**src/design/power_seq_pkg.sv**
```systemverilog
package power_seq_pkg;

  // clock and timing
  localparam int unsigned CLK_MHZ = 100;
  localparam int unsigned CLK_PERIOD_NS = 10;
  localparam int unsigned STARTUP_DELAY_MS = 10;
  localparam int unsigned DELAY_CYCLES = STARTUP_DELAY_MS * CLK_MHZ * 1000;
  localparam int unsigned DELAY_W = 20;
  localparam int unsigned MIN_PULSE_NS = 25;
  localparam int unsigned MIN_ON_CYCLES = (MIN_PULSE_NS + CLK_PERIOD_NS - 1) / CLK_PERIOD_NS;

  // switching periods, from the rate in kHz, rounded down
  localparam int unsigned RATE_HIGH_KHZ = 2000;
  localparam int unsigned RATE_MID_KHZ = 1670;
  localparam int unsigned RATE_LOW_KHZ = 1000;
  localparam int unsigned PERIOD_W = 7;
  localparam logic [6:0] PERIOD_HIGH = 7'((CLK_MHZ * 1000) / RATE_HIGH_KHZ);
  localparam logic [6:0] PERIOD_MID = 7'((CLK_MHZ * 1000) / RATE_MID_KHZ);
  localparam logic [6:0] PERIOD_LOW = 7'((CLK_MHZ * 1000) / RATE_LOW_KHZ);
  // on-time ceiling is period minus period >> DUTY_SHIFT (87.5 %)
  localparam int unsigned DUTY_SHIFT = 3;

  // register offsets
  localparam logic [7:0] OFS_ENABLES = 8'h08;
  localparam logic [7:0] OFS_BOOST_LEVEL = 8'h0d;
  localparam logic [7:0] OFS_RATE_SELECT = 8'h0e;
  localparam logic [7:0] OFS_MODE_STATUS = 8'h0f;
  localparam logic [7:0] OFS_SOFT_RESET = 8'h60;

  // enables register fields
  localparam int unsigned BIT_RUN_ENABLE = 0;
  localparam int unsigned BIT_CONVERTER_ENABLE = 1;
  localparam int unsigned BIT_BLEED_LOAD_ENABLE = 2;

  // reset values
  localparam logic RST_RUN_ENABLE = 1'b0;
  localparam logic RST_CONVERTER_ENABLE = 1'b0;
  localparam logic RST_BLEED_LOAD_ENABLE = 1'b1;
  localparam logic [7:0] RST_BOOST_LEVEL = 8'h3f;
  localparam logic [2:0] RST_RATE_SELECT = 3'h7;

  typedef enum logic [4:0] {
    ST_RESET = 5'h01,
    ST_STANDBY = 5'h02,
    ST_STARTUP = 5'h04,
    ST_BOOST_START = 5'h08,
    ST_NORMAL = 5'h10
  } mode_t;

endpackage : power_seq_pkg

```
**src/design/boost_ctl_if.sv**
```systemverilog
interface boost_ctl_if;
  logic run;
  logic pfm;
  logic skip_ok;
  logic [6:0] period;
  logic fb_low;
  logic cur_trip;
  logic sw;

  modport ctl (output run, output pfm, output skip_ok, output period, output fb_low, output cur_trip, input sw);
  modport gen (input run, input pfm, input skip_ok, input period, input fb_low, input cur_trip, output sw);
endinterface : boost_ctl_if

```
**src/design/boost_switch_gen.sv**
```systemverilog
module boost_switch_gen (
  // clock and reset
  input wire logic i_clk,
  input wire logic i_rst_n,
  // control
  boost_ctl_if.gen bc
);

  typedef struct packed {
    logic [6:0] cnt;
    logic sw;
  } gen_state_t;

  gen_state_t q;
  gen_state_t d;
  logic [6:0] max_on;
  logic [6:0] width;
  logic start;

  always_comb begin
    d = q;
    max_on = bc.period - (bc.period >> power_seq_pkg::DUTY_SHIFT);
    width = q.cnt + 7'h01;
    // pfm, or pwm with the bleed load off, may skip; pwm otherwise always fires
    start = (bc.pfm || bc.skip_ok) ? bc.fb_low : 1'b1;
    if (!bc.run) begin
      d.cnt = 7'h00;
      d.sw = 1'b0;
    end else begin
      d.cnt = (width >= bc.period) ? 7'h00 : width;
      if (q.cnt == 7'h00 && !q.sw) begin
        d.sw = start;
      end else if (q.sw) begin
        if (width >= max_on) begin
          d.sw = 1'b0;
        end else if (bc.cur_trip && width >= 7'(power_seq_pkg::MIN_ON_CYCLES)) begin
          d.sw = 1'b0;
        end
      end
      if (width >= bc.period) begin
        d.sw = start;
      end
    end
  end

  always_ff @(posedge i_clk or negedge i_rst_n) begin
    if (!i_rst_n) begin
      q <= '0;
    end else begin
      q <= d;
    end
  end

  assign bc.sw = q.sw;

endmodule : boost_switch_gen

```
**src/design/lighting_power_mode_sequencer.sv**
```systemverilog
module lighting_power_mode_sequencer #(
  parameter int unsigned DELAY_CYCLES = power_seq_pkg::DELAY_CYCLES
) (
  // clock and reset
  input wire logic i_clk,
  input wire logic i_rst_n,
  // register port
  input wire logic i_reg_wr,
  input wire logic i_reg_rd,
  input wire logic [7:0] i_reg_addr,
  input wire logic [7:0] i_reg_wdata,
  output logic [7:0] o_reg_rdata,
  // analog indications
  input wire logic i_power_on_clear,
  input wire logic i_overtemp_shutdown,
  input wire logic i_fb_low,
  input wire logic i_cur_trip,
  // power and converter controls
  output logic o_core_on,
  output logic o_boost_sw,
  output logic o_pfm_mode,
  output logic o_bleed_load,
  output logic o_led_enable,
  output logic [3:0] o_boost_level,
  output logic [4:0] o_mode
);

  typedef struct packed {
    power_seq_pkg::mode_t mode;
    logic [power_seq_pkg::DELAY_W-1:0] delay;
    logic run_enable;
    logic converter_enable;
    logic bleed_load_enable;
    logic [2:0] switch_rate_code;
    logic [7:0] boost_level_code;
    logic [7:0] rdata;
    logic core_on;
    logic led_enable;
    logic boost_run;
    logic pfm;
    logic bleed;
    logic [3:0] level;
    logic [6:0] period;
  } seq_state_t;

  seq_state_t q;
  seq_state_t d;
  logic [1:0] rst_sync_q;
  logic rst_n;
  logic wr_enables;
  logic wr_soft_reset;
  logic conv_rise;
  logic conv_fall;
  logic delay_done;
  logic [7:0] level_src;

  boost_ctl_if bc ();

  // reset release through two flops
  // assertion stays asynchronous; only the release is synchronised
  always_ff @(posedge i_clk or negedge i_rst_n) begin
    if (!i_rst_n) begin
      rst_sync_q <= 2'h0;
    end else begin
      rst_sync_q <= {rst_sync_q[0], 1'b1};
    end
  end
  assign rst_n = rst_sync_q[1];

  // highest set bit decides the level
  // so a broken thermometer code still maps to one of the nine levels
  function automatic logic [3:0] level_decode(input logic [7:0] code);
    logic [3:0] lvl;
    lvl = 4'h0;
    for (int i = 0; i < 8; i++) begin
      if (code[i]) begin
        lvl = 4'(i + 1);
      end
    end
    return lvl;
  endfunction : level_decode

  // priority decode; an all-zero code falls through to the lowest rate
  function automatic logic [6:0] rate_decode(input logic [2:0] code);
    logic [6:0] per;
    if (code[2]) begin
      per = power_seq_pkg::PERIOD_HIGH;
    end else if (code[1]) begin
      per = power_seq_pkg::PERIOD_MID;
    end else begin
      per = power_seq_pkg::PERIOD_LOW;
    end
    return per;
  endfunction : rate_decode

  assign wr_enables = i_reg_wr && (i_reg_addr == power_seq_pkg::OFS_ENABLES);
  assign wr_soft_reset = i_reg_wr && (i_reg_addr == power_seq_pkg::OFS_SOFT_RESET);
  assign conv_rise = wr_enables && i_reg_wdata[power_seq_pkg::BIT_CONVERTER_ENABLE] && !q.converter_enable;
  assign conv_fall = wr_enables && !i_reg_wdata[power_seq_pkg::BIT_CONVERTER_ENABLE];
  // one counter times both waits; standby clears it, as does every other mode change but a drop to standby from start-up or soft start
  assign delay_done = (q.delay == power_seq_pkg::DELAY_W'(DELAY_CYCLES - 1));

  always_comb begin
    d = q;
    // register writes, any order and any bits, in every mode but reset
    // standby writes land at once, so they act as soon as the core powers up
    if (i_reg_wr && q.mode != power_seq_pkg::ST_RESET) begin
      unique case (i_reg_addr)
        power_seq_pkg::OFS_ENABLES: begin
          d.run_enable = i_reg_wdata[power_seq_pkg::BIT_RUN_ENABLE];
          d.converter_enable = i_reg_wdata[power_seq_pkg::BIT_CONVERTER_ENABLE];
          d.bleed_load_enable = i_reg_wdata[power_seq_pkg::BIT_BLEED_LOAD_ENABLE];
        end
        power_seq_pkg::OFS_BOOST_LEVEL: begin
          d.boost_level_code = i_reg_wdata;
        end
        power_seq_pkg::OFS_RATE_SELECT: begin
          d.switch_rate_code = i_reg_wdata[2:0];
        end
        default: begin
        end
      endcase
    end

    // register reads
    // read data holds until the next read strobe
    if (i_reg_rd) begin
      unique case (i_reg_addr)
        power_seq_pkg::OFS_ENABLES: begin
          d.rdata = {5'h00, q.bleed_load_enable, q.converter_enable, q.run_enable};
        end
        power_seq_pkg::OFS_BOOST_LEVEL: begin
          d.rdata = q.boost_level_code;
        end
        power_seq_pkg::OFS_RATE_SELECT: begin
          d.rdata = {5'h00, q.switch_rate_code};
        end
        power_seq_pkg::OFS_MODE_STATUS: begin
          d.rdata = {3'h0, q.mode};
        end
        // unmapped offsets and the write-only reset offset read as zero
        default: begin
          d.rdata = 8'h00;
        end
      endcase
    end

    // mode sequencing
    unique case (q.mode)
      power_seq_pkg::ST_RESET: begin
        d.mode = power_seq_pkg::ST_STANDBY;
      end
      power_seq_pkg::ST_STANDBY: begin
        d.delay = '0;
        if (q.run_enable) begin
          d.mode = power_seq_pkg::ST_STARTUP;
        end
      end
      power_seq_pkg::ST_STARTUP: begin
        if (!q.run_enable) begin
          d.mode = power_seq_pkg::ST_STANDBY;
        end else if (i_overtemp_shutdown) begin
          // full delay again once the overtemp event has cleared
          d.delay = '0;
        end else if (delay_done) begin
          d.delay = '0;
          d.mode = q.converter_enable ? power_seq_pkg::ST_BOOST_START : power_seq_pkg::ST_NORMAL;
        end else begin
          d.delay = q.delay + 1'b1;
        end
      end
      power_seq_pkg::ST_BOOST_START: begin
        if (!q.run_enable) begin
          d.mode = power_seq_pkg::ST_STANDBY;
        end else if (i_overtemp_shutdown) begin
          d.delay = '0;
          d.mode = power_seq_pkg::ST_STARTUP;
        // converter stopped during soft start: nothing left to time
        end else if (!q.converter_enable) begin
          d.delay = '0;
          d.mode = power_seq_pkg::ST_NORMAL;
        end else if (delay_done) begin
          d.delay = '0;
          d.mode = power_seq_pkg::ST_NORMAL;
        end else begin
          d.delay = q.delay + 1'b1;
        end
      end
      power_seq_pkg::ST_NORMAL: begin
        d.delay = '0;
        if (!q.run_enable) begin
          d.mode = power_seq_pkg::ST_STANDBY;
        end else if (i_overtemp_shutdown) begin
          d.mode = power_seq_pkg::ST_STARTUP;
        // only a low-to-high converter_enable write restarts the soft start
        end else if (conv_rise) begin
          d.mode = power_seq_pkg::ST_BOOST_START;
        end
      end
      default: begin
        d.mode = power_seq_pkg::ST_RESET;
      end
    endcase

    // soft reset write or power-on clear overrides everything
    // a register write in the same cycle is lost to the reset
    if (wr_soft_reset || i_power_on_clear) begin
      d.mode = power_seq_pkg::ST_RESET;
    end

    // reset mode restores every register
    if (d.mode == power_seq_pkg::ST_RESET) begin
      d.delay = '0;
      d.run_enable = power_seq_pkg::RST_RUN_ENABLE;
      d.converter_enable = power_seq_pkg::RST_CONVERTER_ENABLE;
      d.bleed_load_enable = power_seq_pkg::RST_BLEED_LOAD_ENABLE;
      d.switch_rate_code = power_seq_pkg::RST_RATE_SELECT;
      d.boost_level_code = power_seq_pkg::RST_BOOST_LEVEL;
    end

    // outputs, registered from the next mode and settings
    // taken from the next state so they change together with o_mode
    d.core_on = (d.mode == power_seq_pkg::ST_STARTUP) || (d.mode == power_seq_pkg::ST_BOOST_START)
      || (d.mode == power_seq_pkg::ST_NORMAL);
    d.boost_run = ((d.mode == power_seq_pkg::ST_BOOST_START) || (d.mode == power_seq_pkg::ST_NORMAL))
      && d.converter_enable && !(conv_fall && q.mode == power_seq_pkg::ST_NORMAL);
    d.pfm = (d.mode == power_seq_pkg::ST_BOOST_START);
    d.led_enable = (d.mode == power_seq_pkg::ST_NORMAL);
    d.bleed = d.boost_run && d.bleed_load_enable;
    level_src = d.boost_level_code;
    d.level = level_decode(level_src);
    d.period = rate_decode(d.switch_rate_code);
  end

  always_ff @(posedge i_clk or negedge rst_n) begin
    if (!rst_n) begin
      q.mode <= power_seq_pkg::ST_RESET;
      q.delay <= '0;
      q.run_enable <= power_seq_pkg::RST_RUN_ENABLE;
      q.converter_enable <= power_seq_pkg::RST_CONVERTER_ENABLE;
      q.bleed_load_enable <= power_seq_pkg::RST_BLEED_LOAD_ENABLE;
      q.switch_rate_code <= power_seq_pkg::RST_RATE_SELECT;
      q.boost_level_code <= power_seq_pkg::RST_BOOST_LEVEL;
      q.rdata <= 8'h00;
      q.core_on <= 1'b0;
      q.led_enable <= 1'b0;
      q.boost_run <= 1'b0;
      q.pfm <= 1'b0;
      q.bleed <= 1'b0;
      q.level <= 4'h6;
      q.period <= power_seq_pkg::PERIOD_HIGH;
    end else begin
      q <= d;
    end
  end

  // converter switch generator
  // fed from the next state: the switch stops at the very edge at which
  // the mode leaves the powered states or converter_enable is cleared
  assign bc.run = d.boost_run;
  assign bc.pfm = d.pfm;
  assign bc.skip_ok = !d.bleed_load_enable;
  assign bc.period = d.period;
  assign bc.fb_low = i_fb_low;
  assign bc.cur_trip = i_cur_trip;

  boost_switch_gen u_gen (
    .i_clk(i_clk),
    .i_rst_n(rst_n),
    .bc(bc.gen)
  );

  assign o_reg_rdata = q.rdata;
  assign o_core_on = q.core_on;
  assign o_boost_sw = bc.sw;
  assign o_pfm_mode = q.pfm;
  assign o_bleed_load = q.bleed;
  assign o_led_enable = q.led_enable;
  assign o_boost_level = q.level;
  assign o_mode = q.mode;

endmodule : lighting_power_mode_sequencer

```
**config.mk**
```make
export PLATFORM = sky130hd
export DESIGN_NAME = lighting_power_mode_sequencer
export DESIGN_NICKNAME = d
export VERILOG_FILES = /design/src/design/power_seq_pkg.sv /design/src/design/boost_ctl_if.sv /design/src/design/boost_switch_gen.sv /design/src/design/lighting_power_mode_sequencer.sv
export SDC_FILE = /design/constraint.sdc
export NUM_CORES = 1
export LEC_CHECK = 0
export ABC_CLOCK_PERIOD_IN_PS = 2000
export BUFFER_PORTS_ARGS = -buffer_cell sky130_fd_sc_hd__buf_2
export CORE_MARGIN = 3
export CORE_UTILIZATION = 53
export CTS_CLUSTER_DIAMETER = 150
export DETAILED_ROUTE_END_ITERATION = 10
export HOLD_SLACK_MARGIN = 0.06
export PLACE_DENSITY = 0.79
export SLEW_MARGIN = 20
export SYNTH_ARGS = -nofsm -noshare
export SYNTH_HDL_FRONTEND = slang
export SYNTH_SLANG_ARGS = --single-unit
```
**constraint.sdc**
```tcl
create_clock -name i_clk -period 2 [get_ports i_clk]
set_clock_uncertainty 0.1 [all_clocks]
set_input_delay 0.3 -clock i_clk [delete_from_list [all_inputs] [get_ports i_clk]]
set_output_delay 0.3 -clock i_clk [all_outputs]
set_load 0.01 [all_outputs]
```
==> flow_summary.json <==
{
  "yosysSeqAreaShare": 0.396,
  "seq_area_mm2": 0.00162,
  "area_growth_pct": 52.2,
  "rows": 31,
  "slowest_delay_ps": 630,
  "finalHoldViolations": 0,
  "synth_warnings": 0,
  "path_cells": "xor2_1, o2111a_1, o21a_2, nand2_2, nor2_2, ha_1, nand2b_4, a211oi_2, o31ai_2, a31o_2, o21ba_4, a221oi_2",
  "ys_dominant_reg_cell": "dfrtp_1",
  "synth_cell_types": 70,
  "vias_per_cell": 6.74,
  "clockBufferDepth": 2,
  "synth_edf_count": 0,
  "antenna_found_initial": 2,
  "setup_viol": 54,
  "worst_hold_slack_ps": 97.9,
  "critPathArrivalTime_ps": 3690,
  "ff2ff_path_depth": 12,
  "violations": "negative setup slack",
  "slew_viol_final": 0,
  "critical-path-slowest-cell": "dfstp_2",
  "clkTransAtPathRegs_ps": 90,
  "worstHoldPathType": "in -> reg",
  "final_nets": 664,
  "netlist_instances": 454,
  "layout_min_cycle_time_ps": 3510,
  "async_flop_share": 1.00,
  "first_pass_iters": 8,
  "p_leak_nw": 2.94,
  "die_y_um": 93.9,
  "dieArea_mm2": 0.00881,
  "clk-insertion-delay-late_ps": 370,
  "cp.depth": 12,
  "path_buf_inv": 0,
  "path_class": "reg -> reg",
  "status": "finished, violations left",
  "pre_cts_ws_ps": -1350,
  "fill_cells": 354,
  "place_inst": 685,
  "grt_pass1_wl_um": 20500,
  "post-route-period-util": 1.75,
  "multi_input_area_mm2": 0.00264,
  "core-area_mm2": 0.00737,
  "drc": 0,
  "r2r_slack_ps": -1510,
  "postLayoutCoreUtil": 0.845,
  "p_per_area_mw_per_mm2": 596,
  "fin_area_mm2": 0.00623,
  "pin_count": 46,
  "holdPathStages": 2,
  "hpwl_um": 8260,
  "start_util": 0.555,
  "cts_buffers": 9,
  "cp_top_family": "compound AO/OA/AOI/OAI gates",
  "place_congestion": 0.871,
  "grt_overflow": 0,
  "fin_cells": 731,
  "grt_pass1_vias": 4225,
  "rsz0062_at_grt": "yes",
  "numPortBuffers": 45,
  "layout_setup_ws_ps": -1510,
  "drt.antenna.violating_nets": 0,
  "fmax_mhz": 285,
  "h-tree-depth": 3,
  "chipWidth_um": 93.9,
  "first_iter_violations": 612,
  "vias": 4926,
  "wl_per_cell_um": 24.6,
  "synth_area_mm2": 0.00409,
  "grt_max_degree": 63,
  "synth_seq_cells": 64,
  "cap_viol_max_count": 0,
  "totalPowerFinal_mw": 3.71,
  "syn_avg_cell_area_um2": 9.01,
  "critPathMaxFanout": 6,
  "critical_path.startpoint_type": "flip-flop",
  "cts_root_buf": "clkbuf_8",
  "endpoint_kind": "flip-flop",
  "cts.sinks": 64,
  "cts_tree": "yes",
  "ir_drop_v": 0.000362,
  "layout-drive-gt1-share": 0.490,
  "required_ps": 2180,
  "syn-num-nets": 492,
  "worstMarginPinSlew_ps": 630,
  "place_area_mm2": 0.00523,
  "routed_wirelength_um": 18000,
  "max-slew-margin-rel": 0.578,
  "fin_tns_setup_ps": -40560,
  "grt.total_usage": 0.298
}
[layer usage]
layer	wire length, um	track usage
met2	8160	0.512
met4	1540	0.125
met3	2050	0.0553
met5	13	0
met1	6210	0.367
[placed cells by master (no fill, tap or decap), drive strengths merged, types with 4 or more instances in the layout]
cell type and n:
and3 6, inv 29, dfstp 13, nand4 13
and2 4, nor4 6, buf 192, ha 14
clkbuf 11, a31oi 6, nand3 28, nor2 40
nand2 39, nand2b 5, xnor2 5, o22ai 7
nand4b 4, nor2b 5, o21ai 17, nor3 17
a21oi 11, dfrtp 51, a21o 8, nor3b 7
xor2 12, o22a 5, mux2i 13
[Yosys cell counts, drive strengths merged, types with 3 or more instances]
cell type / instances / area (um2)
dfrtp: 51 / 1280
mux2i: 13 / 130
nor3: 17 / 85.1
nor2b: 5 / 31.3
nand3: 28 / 140
nand4: 13 / 81.3
o21a: 3 / 22.5
or3: 3 / 18.8
a21oi: 11 / 55.1
ha: 14 / 175
nor3b: 7 / 52.6
and2: 4 / 25.0
xnor2: 5 / 43.8
a22oi: 3 / 22.5
o22a: 5 / 43.8
nand2b: 5 / 31.3
inv: 29 / 109
nand2: 39 / 149
nand4b: 4 / 35.0
buf: 27 / 179
o21ai: 17 / 88.8
and3: 6 / 37.5
a31oi: 6 / 37.5
nor4: 6 / 73.8
nor2: 40 / 150
clkbuf: 6 / 22.5
dfstp: 13 / 342
xor2: 12 / 105
o22ai: 7 / 43.8
or4b: 3 / 33.8
or3b: 3 / 26.3
a21o: 8 / 61.3
[logic make-up after synthesis]
family / synth area share
compound gates: 0.153
xor+xnor: 0.0364
fa+ha+maj: 0.0428
buf+inv: 0.0768
flops: 0.396
mux: 0.0373
other cells: 0.000917
simple gates: 0.257
[path summary, 6_finish.rpt]
check | from | to
max | o_mode[0]$_DFF_PN1_ | u_gen.bc.sw$_DFF_PN0_
min reg2reg | rst_sync_q[1]$_DFF_PN0_ | u_gen.q[5]$_DFF_PN0_
min in group asynchronous | i_rst_n | rst_sync_q[1]$_DFF_PN0_
max in group asynchronous | rst_sync_q[1]$_DFF_PN0_ | q[27]$_DFF_PN1_
max reg2reg | o_mode[0]$_DFF_PN1_ | u_gen.bc.sw$_DFF_PN0_
min | i_reg_wdata[7] | o_boost_level[1]$_DFF_PN1_
[registers in the layout, indices dropped and copies added, names as in the netlist]
| name | count |
|---|---|
| q | 34 |
| o_reg_rdata | 8 |
| u_gen.q | 7 |
| o_mode | 5 |
| o_boost_level | 3 |
| rst_sync_q | 2 |
| o_bleed_load | 1 |
| o_core_on | 1 |
| o_led_enable | 1 |
| o_pfm_mode | 1 |
| u_gen.bc.sw | 1 |
[layout make-up]
class	count	area share
inverter	30	0.0187
tap	99	0.0199
clock buffer	10	0.0221
timing repair buffer	194	0.236
clock inverter	6	0.0187
antenna	1	0.000402
multi-input combinational	327	0.424
sequential	64	0.260
[where the power goes]
group / total, mW / internal, mW / switching [mW]
logic: 0.877 / 0.387 / 0.490
registers: 1.33 / 1.31 / 0.0201
clock network: 1.50 / 0.870 / 0.630
total: 3.71 / 2.57 / 1.14
[what timing repair did]
item / in CTS / in global routing
pin swaps: 10 / 27
endpoints found under the hold margin: 2 / 0
buffers inserted: 11 / 18
gates cloned: 0 / 2
endpoints found under the setup margin: 42 / 41
hold buffers: 1 / 0
gates resized for setup: 46 / 64
No activity file was read; power rests on OpenSTA's default activity.
